File: config.mk
export PLATFORM = sky130hd
export DESIGN_NAME = exposure_gain_sequencer
export DESIGN_NICKNAME = d
export VERILOG_FILES = /design/src/exposure_seq_pkg.sv /design/src/exposure_gain_sequencer.sv
export SDC_FILE = /design/constraint.sdc
export NUM_CORES = 1
export LEC_CHECK = 0
export BUFFER_PORTS_ARGS = -buffer_cell sky130_fd_sc_hd__buf_2
export CORE_ASPECT_RATIO = 1.5
export CORE_MARGIN = 5
export CORE_UTILIZATION = 45
export CTS_BUF_LIST = sky130_fd_sc_hd__clkbuf_2 sky130_fd_sc_hd__clkbuf_4 sky130_fd_sc_hd__clkbuf_8
export DETAILED_ROUTE_END_ITERATION = 8
export MAX_ROUTING_LAYER = met4
export REMOVE_ABC_BUFFERS = 1
export SYNTH_ARGS = -nofsm -noshare
export SYNTH_HDL_FRONTEND = slang
export SYNTH_SLANG_ARGS = --single-unit
File: constraint.sdc
create_clock -name clk -period 13.2 [get_ports clk]
set_clock_uncertainty 0.1 [all_clocks]
set_input_delay 1.98 -clock clk [delete_from_list [all_inputs] [get_ports clk]]
set_output_delay 1.98 -clock clk [all_outputs]
set_load 0.05 [all_outputs]
File: src/exposure_seq_pkg.sv
// Purpose: Shared constants and types for the exposure and gain sequencer.
// Assumes: Single 10 MHz system clock; synchronous active-high reset.
// Notes:   Timing figures are named once here.
// Operation
// Analog sensor gain steps of 0.01
// Digital sensor gain steps of 0.1
// Dark offset limited to 0 through 255
// Overlapped mode: blanking parallel with row readout
// Otherwise blanking then readout, every row
// Start from timer, enabled pin, or software
// Timed length programmed; pulse mode follows pulse
// Synchronous: next exposure overlaps current readout
// Synchronous: delay start, end at readout end
// Exposure length resolution is one microsecond
// Exposure length from sensor minimum to 16 s
// Synchronous: early trigger dropped, invalid event raised
// Reset: trigger restarts timing, readout after exposure
// Reset: triggers during exposure or readout ignored
// Microsecond tick counter times exposure, reset clears
// Pulse source holds width within exposure limits
package exposure_seq_pkg;

    // =========================================================================
    // Clock and tick timing
    // =========================================================================
    localparam int unsigned CLK_HZ        = 10_000_000;  // System clock rate in hertz.
    localparam int unsigned TICK_US       = 1;           // Exposure tick period in microseconds.
    localparam int unsigned TICK_CYCLES   = (CLK_HZ / 1_000_000) * TICK_US;  // Cycles per tick.
    localparam int unsigned TICK_W        = 4;           // Width of the tick divider.

    // =========================================================================
    // Exposure length limits, in microseconds
    // =========================================================================
    localparam int unsigned EXP_W         = 24;          // Width of exposure length values.
    localparam int unsigned EXP_MAX_SEC   = 16;          // Longest exposure in seconds.
    localparam int unsigned EXP_MAX_US    = EXP_MAX_SEC * 1_000_000;  // Longest in microseconds.
    localparam int unsigned EXP_MIN_US    = 10;          // Sensor minimum, plain default.
    localparam int unsigned CNT_W         = 32;          // Width of cycle-domain comparisons.

    // =========================================================================
    // Gain and offset fields
    // =========================================================================
    localparam int unsigned AGAIN_W       = 12;          // Analog gain code, one step is 0.01.
    localparam int unsigned DGAIN_W       = 8;           // Digital gain code, one step is 0.1.
    localparam int unsigned AGAIN_UNITY   = 100;         // Analog code for a factor of 1.00.
    localparam int unsigned DGAIN_UNITY   = 10;          // Digital code for a factor of 1.0.
    localparam int unsigned OFFS_IN_W     = 10;          // Width of the offset request.
    localparam int unsigned OFFS_W        = 8;           // Width of the applied dark offset.
    localparam int unsigned OFFS_MAX      = 255;         // Highest dark offset in DN.

    // =========================================================================
    // Mode encodings
    // =========================================================================
    typedef enum logic [0:0] {
        ALIGN_SYNC  = 1'b0,   // Readout overlaps the next exposure.
        ALIGN_RESET = 1'b1    // Readout follows the exposure.
    } integration_phase_policy_e;

    typedef enum logic [0:0] {
        EXPMODE_TIMED       = 1'b0,  // Length comes from the programmed value.
        EXPMODE_PULSE_WIDTH = 1'b1   // Length follows the trigger pulse.
    } exposure_mode_e;

    typedef enum logic [1:0] {
        EX_IDLE = 2'b00,  // No exposure pending or running.
        EX_PEND = 2'b01,  // Start held back until the readout tail fits.
        EX_RUN  = 2'b10   // Sensor integrating.
    } exp_state_e;

    typedef enum logic [1:0] {
        RD_IDLE  = 2'b00,  // No frame being read.
        RD_BLANK = 2'b01,  // Row blanking, sequential mode.
        RD_READ  = 2'b10,  // Row readout, sequential mode.
        RD_BOTH  = 2'b11   // Blanking and readout together, overlapped mode.
    } rd_state_e;

endpackage : exposure_seq_pkg

File: src/exposure_gain_sequencer.sv
// Purpose: Start, time and align sensor exposure against frame readout.
// Assumes: Timer and software triggers are one-cycle pulses on clk.
// Notes:   The external trigger pin is synchronised before use.
`timescale 1ns/1ps
module exposure_gain_sequencer
    import exposure_seq_pkg::*;
#(
    parameter int unsigned ROWS      = 16,  // Rows read per frame.
    parameter int unsigned ROW_W     = 12,  // Width of the row index.
    parameter int unsigned BLANK_CYC = 4,   // Row blanking length in cycles.
    parameter int unsigned READ_CYC  = 12,  // Row readout length in cycles.
    parameter int unsigned MIN_US    = EXP_MIN_US  // Sensor minimum exposure.
) (
    // Clock and reset.
    input  wire logic                      clk,
    input  wire logic                      sys_rst,
    // Trigger sources.
    input  wire logic                      timer_trig,
    input  wire logic                      sw_trig,
    input  wire logic                      ext_trig_pin,
    input  wire logic                      trig_enable,
    // Exposure configuration.
    input  wire logic                      exposure_mode,
    input  wire logic                      integration_phase_policy,
    input  wire logic [EXP_W-1:0]          exp_len_us,
    input  wire logic                      row_overlap_en,
    // Gain and offset requests.
    input  wire logic [AGAIN_W-1:0]        analog_gain_req,
    input  wire logic [DGAIN_W-1:0]        digital_gain_req,
    input  wire logic [OFFS_IN_W-1:0]      dark_offset_req,
    // Sensor gain and offset outputs.
    output logic      [AGAIN_W-1:0]        analog_gain_q,
    output logic      [DGAIN_W-1:0]        digital_gain_q,
    output logic      [OFFS_W-1:0]         dark_offset_q,
    // Exposure status and events.
    output logic                           exposing_q,
    output logic                           exp_start_q,
    output logic                           exp_end_q,
    output logic                           invalid_trig_q,
    // Readout status.
    output logic                           readout_q,
    output logic                           frame_start_q,
    output logic                           row_blank_q,
    output logic                           row_read_q,
    output logic      [ROW_W-1:0]          row_idx_q
);

    // =========================================================================
    // Derived readout timing
    // =========================================================================
    // Row time when blanking and readout run side by side.
    localparam int unsigned ROW_OVL_CYC = (BLANK_CYC > READ_CYC) ? BLANK_CYC : READ_CYC;
    localparam int unsigned FRAME_SEQ   = ROWS * (BLANK_CYC + READ_CYC);  // Sequential frame.
    localparam int unsigned FRAME_OVL   = ROWS * ROW_OVL_CYC;             // Overlapped frame.
    localparam int unsigned PH_W        = 16;                             // Phase counter width.

    // =========================================================================
    // Registers
    // =========================================================================
    logic                 ext_meta_q;   // First synchroniser stage, read only by ext_sync_q.
    logic                 ext_sync_q;   // Second synchroniser stage.
    logic                 ext_prev_q;   // Delayed copy for edge detection.
    logic [TICK_W-1:0]    tick_div_q;   // Divides clk down to the microsecond tick.
    logic [TICK_W-1:0]    tick_div_d;
    logic [EXP_W-1:0]     exp_cnt_q;    // Elapsed exposure in microseconds.
    logic [EXP_W-1:0]     exp_cnt_d;
    exp_state_e           ex_q;         // Exposure state.
    exp_state_e           ex_d;
    rd_state_e            rd_q;         // Readout state.
    rd_state_e            rd_d;
    logic [PH_W-1:0]      ph_q;         // Cycle within the current row phase.
    logic [PH_W-1:0]      ph_d;
    logic [ROW_W-1:0]     row_d;
    logic [CNT_W-1:0]     rd_left_q;    // Cycles left in the frame readout.
    logic [CNT_W-1:0]     rd_left_d;

    // =========================================================================
    // Clamping helpers
    // =========================================================================
    // Limits a programmed exposure to the supported range.
    function automatic logic [EXP_W-1:0] clamp_exp(input logic [EXP_W-1:0] v);
        if (v < EXP_W'(MIN_US)) begin
            clamp_exp = EXP_W'(MIN_US);
        end else if (v > EXP_W'(EXP_MAX_US)) begin
            clamp_exp = EXP_W'(EXP_MAX_US);
        end else begin
            clamp_exp = v;
        end
    endfunction : clamp_exp

    // =========================================================================
    // Trigger decode
    // =========================================================================
    wire ext_rise   = ext_sync_q & ~ext_prev_q;                           // Pin rising edge.
    wire trig_any   = timer_trig | sw_trig | (trig_enable & ext_rise);
    wire pulse_mode = (exposure_mode == EXPMODE_PULSE_WIDTH);
    wire sync_mode  = (integration_phase_policy == ALIGN_SYNC);
    wire rd_busy    = (rd_q != RD_IDLE);
    wire rd_fin     = rd_busy & (rd_left_q == CNT_W'(1));                 // Last readout cycle.

    // Programmed exposure in microsecond units and in clock cycles.
    wire [EXP_W-1:0] exp_len  = clamp_exp(exp_len_us);
    wire [CNT_W-1:0] exp_cyc  = CNT_W'(exp_len) * CNT_W'(TICK_CYCLES);

    // Synchronous mode takes a trigger whenever no exposure is pending or running.
    wire accept_sync  = sync_mode & (ex_q == EX_IDLE);
    // Reset mode takes a trigger only when the sensor is fully idle.
    wire accept_reset = ~sync_mode & (ex_q == EX_IDLE) & ~rd_busy;
    wire trig_ok      = trig_any & (accept_sync | accept_reset);
    wire trig_bad     = trig_any & sync_mode & (ex_q != EX_IDLE);
    // One tick of margin: the free-running tick phase can shorten an exposure by up to a tick.
    wire [CNT_W-1:0] pend_lim = exp_cyc + CNT_W'(TICK_CYCLES);
    // Hold a timed start back if the exposure would finish before the readout does.
    wire need_pend    = sync_mode & rd_busy & ~pulse_mode & (rd_left_q > pend_lim);
    wire pend_go      = ~rd_busy | (rd_left_q <= pend_lim);

    // =========================================================================
    // Exposure timing
    // =========================================================================
    wire tick       = (tick_div_q == TICK_W'(TICK_CYCLES - 1));
    wire timed_done = (exp_cnt_q >= exp_len);
    // The pulse source is relied on to keep its width within limits.
    wire pulse_done = ~ext_sync_q;
    wire exp_done   = pulse_mode ? pulse_done : timed_done;
    // Readout starts at the later of exposure end and previous readout end.
    wire rd_start   = (ex_q == EX_RUN) & exp_done & (~rd_busy | rd_fin);
    wire ex_start   = (trig_ok & ~need_pend) | ((ex_q == EX_PEND) & pend_go);

    // Tick divider; a reset-mode start restarts the sensor timing.
    assign tick_div_d = ((trig_ok & ~sync_mode) | tick) ? '0 : tick_div_q + TICK_W'(1);

    // Exposure counter clears at each start and saturates at the maximum.
    always_comb begin
        if (ex_start) begin
            exp_cnt_d = '0;
        end else if ((ex_q == EX_RUN) & tick & (exp_cnt_q != EXP_W'(EXP_MAX_US))) begin
            exp_cnt_d = exp_cnt_q + EXP_W'(1);
        end else begin
            exp_cnt_d = exp_cnt_q;
        end
    end

    // Exposure state transitions.
    always_comb begin
        ex_d = ex_q;
        unique case (ex_q)
            EX_IDLE: begin
                if (trig_ok) begin
                    ex_d = need_pend ? EX_PEND : EX_RUN;
                end
            end
            EX_PEND: begin
                if (pend_go) begin
                    ex_d = EX_RUN;
                end
            end
            EX_RUN: begin
                if (rd_start) begin
                    ex_d = EX_IDLE;
                end
            end
            default: begin
                ex_d = EX_IDLE;
            end
        endcase
    end

    // =========================================================================
    // Readout sequencing
    // =========================================================================
    wire row_ovl_end = (ph_q == PH_W'(ROW_OVL_CYC - 1));
    wire blank_end   = (ph_q == PH_W'(BLANK_CYC - 1));
    wire read_end    = (ph_q == PH_W'(READ_CYC - 1));
    wire last_row    = (row_idx_q == ROW_W'(ROWS - 1));
    wire row_end     = (rd_q == RD_BOTH) ? row_ovl_end : ((rd_q == RD_READ) & read_end);
    wire [1:0] first_rd = row_overlap_en ? RD_BOTH : RD_BLANK;

    // Readout state, phase and row advance.
    always_comb begin
        rd_d  = rd_q;
        ph_d  = ph_q + PH_W'(1);
        row_d = row_idx_q;
        unique case (rd_q)
            RD_IDLE: begin
                ph_d = '0;
            end
            RD_BLANK: begin
                if (blank_end) begin
                    rd_d = RD_READ;
                    ph_d = '0;
                end
            end
            RD_READ, RD_BOTH: begin
                if (row_end) begin
                    ph_d  = '0;
                    row_d = row_idx_q + ROW_W'(1);
                    rd_d  = (rd_q == RD_BOTH) ? RD_BOTH : RD_BLANK;
                    if (last_row) begin
                        rd_d = RD_IDLE;
                    end
                end
            end
        endcase
        if (rd_start) begin
            rd_d  = rd_state_e'(first_rd);
            ph_d  = '0;
            row_d = '0;
        end
    end

    // Remaining readout cycles, used to place a delayed exposure start.
    wire [CNT_W-1:0] frame_cyc = row_overlap_en ? CNT_W'(FRAME_OVL) : CNT_W'(FRAME_SEQ);
    assign rd_left_d = rd_start ? frame_cyc : (rd_busy ? rd_left_q - CNT_W'(1) : '0);

    // =========================================================================
    // Synchroniser for the external trigger pin
    // =========================================================================
    always_ff @(posedge clk) begin
        if (sys_rst) begin
            ext_meta_q <= 1'b0;
            ext_sync_q <= 1'b0;
            ext_prev_q <= 1'b0;
        end else begin
            ext_meta_q <= ext_trig_pin;
            ext_sync_q <= ext_meta_q;
            ext_prev_q <= ext_sync_q;
        end
    end

    // =========================================================================
    // State registers
    // =========================================================================
    always_ff @(posedge clk) begin
        if (sys_rst) begin
            tick_div_q <= '0;
            exp_cnt_q  <= '0;
            ex_q       <= EX_IDLE;
            rd_q       <= RD_IDLE;
            ph_q       <= '0;
            row_idx_q  <= '0;
            rd_left_q  <= '0;
        end else begin
            tick_div_q <= tick_div_d;
            exp_cnt_q  <= exp_cnt_d;
            ex_q       <= ex_d;
            rd_q       <= rd_d;
            ph_q       <= ph_d;
            row_idx_q  <= row_d;
            rd_left_q  <= rd_left_d;
        end
    end

    // =========================================================================
    // Status and event outputs
    // =========================================================================
    // Flags and one-cycle events follow the next state so they line up with it.
    always_ff @(posedge clk) begin
        if (sys_rst) begin
            exposing_q     <= 1'b0;
            exp_start_q    <= 1'b0;
            exp_end_q      <= 1'b0;
            invalid_trig_q <= 1'b0;
            readout_q      <= 1'b0;
            frame_start_q  <= 1'b0;
            row_blank_q    <= 1'b0;
            row_read_q     <= 1'b0;
        end else begin
            exposing_q     <= (ex_d == EX_RUN);
            exp_start_q    <= ex_start;
            exp_end_q      <= rd_start;
            invalid_trig_q <= trig_bad;
            readout_q      <= (rd_d != RD_IDLE);
            frame_start_q  <= rd_start;
            // In overlapped rows both phases begin together.
            row_blank_q    <= (rd_d == RD_BLANK) |
                              ((rd_d == RD_BOTH) & (ph_d < PH_W'(BLANK_CYC)));
            row_read_q     <= (rd_d == RD_READ) |
                              ((rd_d == RD_BOTH) & (ph_d < PH_W'(READ_CYC)));
        end
    end

    // =========================================================================
    // Gain and dark offset
    // =========================================================================
    // Codes are passed as linear factors: analog in hundredths, digital in tenths.
    wire [OFFS_W-1:0] offs_sat = (dark_offset_req > OFFS_IN_W'(OFFS_MAX)) ?
                                 OFFS_W'(OFFS_MAX) : dark_offset_req[OFFS_W-1:0];

    always_ff @(posedge clk) begin
        if (sys_rst) begin
            analog_gain_q  <= AGAIN_W'(AGAIN_UNITY);
            digital_gain_q <= DGAIN_W'(DGAIN_UNITY);
            dark_offset_q  <= '0;
        end else begin
            analog_gain_q  <= analog_gain_req;
            digital_gain_q <= digital_gain_req;
            dark_offset_q  <= offs_sat;
        end
    end

endmodule : exposure_gain_sequencer

# == Yosys cells after proc, flatten, opt, wreduce, memory -nomap -nowiden ==
# Index checks and enable logic that the tools add are counted.
# totals
ff_bits,130
inputBits,63
output_inout_bits,48
# classes
addsub,6
multipliers,1
order_cmp,8
eq_ne,15
muxes,24
n_bitwise,37
reduce_logical,10
# op_table
operator,count
$mux 32,2
$mux 16,3
$mux 24,2
$pmux 16 s3,1
$eq 32x1->1 const B,1
$gt 32x29->1,1
$le 32x29->1,1
$sub 32x1->32 const B,1
$add 28x4->29 const B,1
$mul 24x3->27 const B,1
$add 24x1->24 const B,1
$ge 24x24->1,1
$gt 24x24->1 const B,1
$lt 24x4->1 const B,1
$ne 24x24->1 const B,1
$and 1x1->1,22
$mux 2,10
$add 16x1->16 const B,1
$eq 16x2->1 const B,1
$eq 16x4->1 const B,1
$lt 16x3->1 const B,1
$lt 16x4->1 const B,1
$add 12x1->12 const B,1
$eq 12x4->1 const B,1
other kinds (16),43

# == Longest topological paths before layout ==
# logic_depth
word_depth,11
ltp_mapped,31
depth_no_buf,30

# == Worst setup path after synthesis ==
# Ideal clock, no wire load.
# synth_timing
path_type,in2reg
startpoint,input exp_len_us[1]
endpoint,register exp_cnt_q[0]
setup_time_ns,0.128
arrival_time_ns,8.090
t_required_ns,12.972
setup_slack_ns,4.882
stages,28
cell_sequence,or4_1 -> or3_4 -> o21bai_4 -> clkbuf_1 -> nand2_1 -> inv_1 -> ha_1 -> ha_1 -> buf_2 -> a21o_1 -> a221o_1 -> and2_4 -> o211ai_1 -> o311ai_1 -> or4_1 -> nor2_1 -> and4_1 -> xnor2_1 -> ha_1 -> a21o_1 -> a21o_1 -> a21oi_1 -> o311ai_0 -> a21o_1 -> o21ai_0 -> a211o_1 -> clkbuf_1 -> nor2_1
# synth_via
elab_chain_len,11
word_cells_on_any_way,15
cone_classes,1 x add/sub; 1 x mul; 4 x order compare; 2 x mux; 6 x bitwise; 1 x reduce/logical
# synth_rtl
item,line,text
"start, declared",exposure_gain_sequencer.sv:25,"input wire logic [EXP_W-1:0] exp_len_us,"
$gt 24x24->1,exposure_gain_sequencer.sv:84,end else if (v > EXP_W'(EXP_MAX_US)) begin
$mux 24,exposure_gain_sequencer.sv:84,
$mux 24 (*),exposure_gain_sequencer.sv:82,if (v < EXP_W'(MIN_US)) begin
$mul 24x3->27 (*),exposure_gain_sequencer.sv:103,wire [CNT_W-1:0] exp_cyc = CNT_W'(exp_len) * CNT_W'(TICK_CYCLES);
$add 28x4->29 (*),exposure_gain_sequencer.sv:112,wire [CNT_W-1:0] pend_lim = exp_cyc + CNT_W'(TICK_CYCLES);
$gt 32x29->1,exposure_gain_sequencer.sv:114,wire need_pend = sync_mode & rd_busy & ~pulse_mode & (rd_left_q > pend_lim);
$and 1x1->1,exposure_gain_sequencer.sv:114,
$not 1->1,exposure_gain_sequencer.sv:127,wire ex_start = (trig_ok & ~need_pend) | ((ex_q == EX_PEND) & pend_go);
$and 1x1->1,exposure_gain_sequencer.sv:127,
$or 1x1->1 (*),exposure_gain_sequencer.sv:127,
$reduce_or 2->1 (no source line) (*),-,
"end signal, assigned",exposure_gain_sequencer.sv:244,exp_cnt_q <= exp_cnt_d;
"end, declared",exposure_gain_sequencer.sv:65,logic [EXP_W-1:0] exp_cnt_q;
# Every way passes the cells marked *; elsewhere a longest branch is shown, timed or not.
# A chain may end at the register's enable or synchronous reset.

# == Worst setup path after layout ==
# layout_timing
startpoint,input exp_len_us[1]
endpoint,register exp_cnt_q[4]
# Same word-level chain as after synthesis.

==> impl_metrics.json <==
{
  "portBuffers": 110,
  "power_density_mw_per_mm2": 127.1,
  "setup_violations": 0,
  "layout_common_cells": "nor2_1 (154), dfxtp_1 (130), buf_2 (110), ha_1 (105), nand2_1 (73)",
  "grt_pass1_vias": 7573,
  "crit_path_end": "exp_cnt_q[4]$_SDFFE_PP0P_",
  "nets": 1336,
  "path_max_fanout": 24,
  "drv_slew": 0,
  "start_util_pct": 45.31,
  "rows": 63,
  "slowest_stage": "a211o_1",
  "diodes": 0,
  "clk_pin_slew_ns": 0.08,
  "cts_max_level": 4,
  "antenna_found_initial": 0,
  "nFillCells": 1970,
  "cp.required_ns": 13.40,
  "synth_seq_area_share_pct": 29.38,
  "synthArstFlopShare_pct": 0,
  "die_x_um": 124.6,
  "drt-wirelength-per-cell_um": 15.21,
  "critPathBufInv": 4,
  "cts_buffers": 17,
  "cts_hold_buffers": 0,
  "p_leak_nw": 4.529,
  "drtAntennaViolNets": 0,
  "critPathArrivalTime_ns": 9.46,
  "final_cell_area_mm2": 0.009968,
  "track_usage_pct": 19.66,
  "first_pass_iters": 5,
  "drtIter0Drc": 362,
  "crit_path_max_incr_delay_ns": 0.73,
  "period_minus_slack_ns": 9.260,
  "whs_ns": 0.3533,
  "yosys_warnings": 0,
  "multi_input_comb_area_mm2": 0.005901,
  "dieHeight_um": 181.8,
  "synth_edf_count": 0,
  "mostFrequentLayoutCell": "nor2_1",
  "path_delay_family": "simple AND/OR/NAND/NOR gates",
  "critical_path_class": "input pin to register",
  "ys_seq_elements": 130,
  "r2r_start": "exp_cnt_q[21]$_SDFFE_PP0P_",
  "fmax_ghz": 0.1080,
  "clock_path_buffers": 2,
  "total_power_mw": 1.267,
  "synthCells": 1073,
  "r2r-end": "rd_left_q[5]$_SDFF_PP0_",
  "finalHoldViolCount": 0,
  "rsz0062_at_grt": "no",
  "relSlewSlack_pct": 23.59,
  "drt-total-wl_mm": 21.90,
  "clk_latency_ns": 0.44,
  "drive_above_1_share_pct": 13.73,
  "finalSetupTns_ns": 0,
  "postCtsSetupRepairBufs": 0,
  "finalCritPeriodShare_pct": 70.15,
  "cp-startpoint": "exp_len_us[1]",
  "ir_drop_v": 0.00005771,
  "clock_sinks": 130,
  "hpwl_mm": 17.53,
  "seq_area_mm2": 0.002603,
  "synth_ff_type": "dfxtp_1",
  "maxCapViolCount": 0,
  "r2r_setup_slack_ns": 9.42,
  "vias": 7793,
  "syn_area_per_cell_um2": 8.255,
  "cts-root-buf": "clkbuf_8",
  "overflow": 0,
  "post_drt_via_cell_ratio": 5.412,
  "placed_area_mm2": 0.009589,
  "grt_max_degree": 47,
  "end_kind": "register",
  "route.detailed.drc": 0,
  "ff2ff_path_depth": 10,
  "cts_resized": 0,
  "coreArea_mm2": 0.01955,
  "start_kind": "input pin",
  "synth_area_mm2": 0.008857,
  "io_pins": 111,
  "gp_congestion": 0.9264,
  "crit_cells": 30,
  "worstMarginPinSlew_ns": 1.143,
  "area_growth_pct": 12.54,
  "grt_pass1_wl_mm": 36.05,
  "die_area_mm2": 0.02265,
  "outcome": "complete, no violations",
  "cts_tree": "built",
  "hold_path.class": "register to register",
  "ys_types": 76
}
stage by stage:
stage	worst slack [ns]	utilization, %	cells
6_report	3.940	50.99	1440
5_1_grt	3.279	50.99	1440
4_1_cts	3.961	50.99	1440
3_5_place_dp	3.488	49.05	1408
3_3_place_gp	3.617	49.05	1408
2_1_floorplan	4.748	-	1037
cell type report:
cell class / instances / area share (%)
clock buffer: 18 / 2.485
clock inverter: 14 / 1.318
inverter: 54 / 2.033
multi-input combinational: 853 / 59.19
sequential: 130 / 26.11
tap: 260 / 3.263
timing repair buffer: 111 / 5.598
cells by family (layout without fill, tap and decap cells):
| family | Yosys count | count (layout) | synth area share, % |
|---|---|---|---|
| AND/OR/NAND/NOR | 460 | 460 | 26.40 |
| other | 1 | 1 | 0.04234 |
| XOR/XNOR | 115 | 115 | 11.37 |
| buffers and inverters | 90 | 197 | 3.998 |
| adder cells (fa/ha/maj) | 106 | 106 | 15.06 |
| AO/OA/AOI/OAI | 167 | 167 | 13.29 |
| flip-flops | 130 | 130 | 29.38 |
| multiplexers | 4 | 4 | 0.4521 |
report_power, final:
part	switching [mW]	total (mW)	internal [mW]	leakage (nW)
clock	0.167	0.322	0.156	0.182
combinational	0.298	0.505	0.207	3.29
sequential	0.0232	0.440	0.417	1.06
state kept, by name, summed over array words and instances, names as in the netlist:
register and count:
analog_gain_q 12, dark_offset_q 8, digital_gain_q 8, ex_q 2, exp_cnt_q 24, exp_start_q 1, exposing_q 1, ext_meta_q 1
ext_prev_q 1, ext_sync_q 1, frame_start_q 1, invalid_trig_q 1, ph_q 16, rd_left_q 32, rd_q 2, readout_q 1
row_blank_q 1, row_idx_q 12, row_read_q 1, tick_div_q 4
cells in the mapped netlist, types with 5 or more instances:
cell / instances / share of area [%]
nand2b_1: 5 / 0.35
o21a_1: 7 / 0.59
nand2_1: 73 / 3.1
and2_1: 6 / 0.42
nor3_1: 28 / 1.6
and3_1: 16 / 1.1
xor2_1: 51 / 5.0
a211oi_1: 7 / 0.59
a21o_1: 22 / 1.9
nor4_1: 20 / 1.4
nor2b_1: 25 / 1.8
a21oi_1: 43 / 2.4
or4_1: 6 / 0.51
nor2_1: 154 / 6.5
or3_1: 11 / 0.78
or2_2: 8 / 0.57
nand4_1: 30 / 2.1
and4_1: 10 / 0.99
nand3_1: 43 / 2.4
a31oi_1: 5 / 0.35
inv_1: 54 / 2.3
dfxtp_1: 130 / 29
o2111ai_1: 5 / 0.49
xnor2_1: 64 / 6.3
o21ai_0: 19 / 1.1
clkbuf_1: 23 / 0.97
ha_1: 105 / 15
o22ai_1: 5 / 0.35
o211ai_1: 5 / 0.42
buf_2: 10 / 0.57
worst min path at each step:
stage | depth (start not counted) | slack, ns | to | from
2_1_floorplan | 1 | 0.31 | ext_sync_q$_SDFF_PP0_ | ext_meta_q$_SDFF_PP0_
3_3_place_gp | 1 | 0.32 | ext_sync_q$_SDFF_PP0_ | ext_meta_q$_SDFF_PP0_
3_5_place_dp | 1 | 0.34 | ext_sync_q$_SDFF_PP0_ | ext_meta_q$_SDFF_PP0_
4_1_cts | 1 | 0.37 | ext_sync_q$_SDFF_PP0_ | ext_meta_q$_SDFF_PP0_
5_1_grt | 1 | 0.38 | ext_sync_q$_SDFF_PP0_ | ext_meta_q$_SDFF_PP0_
6_report | 1 | 0.35 | ext_sync_q$_SDFF_PP0_ | ext_meta_q$_SDFF_PP0_
routing by layer:
metal | wire length [um] | track usage [%] | part of all wire (%) | vias to the layer above
met1 | 9047 | 21.10 | 41 | 3581
met5 | 0 | - | 0 | -
li1 | - | - | - | 4002
met2 | 11380 | 35.44 | 52 | 158
met4 | 782 | 8.556 | 3.6 | 0
met3 | 693 | 3.325 | 3.2 | 52
Power figures use the tool's default switching activity.
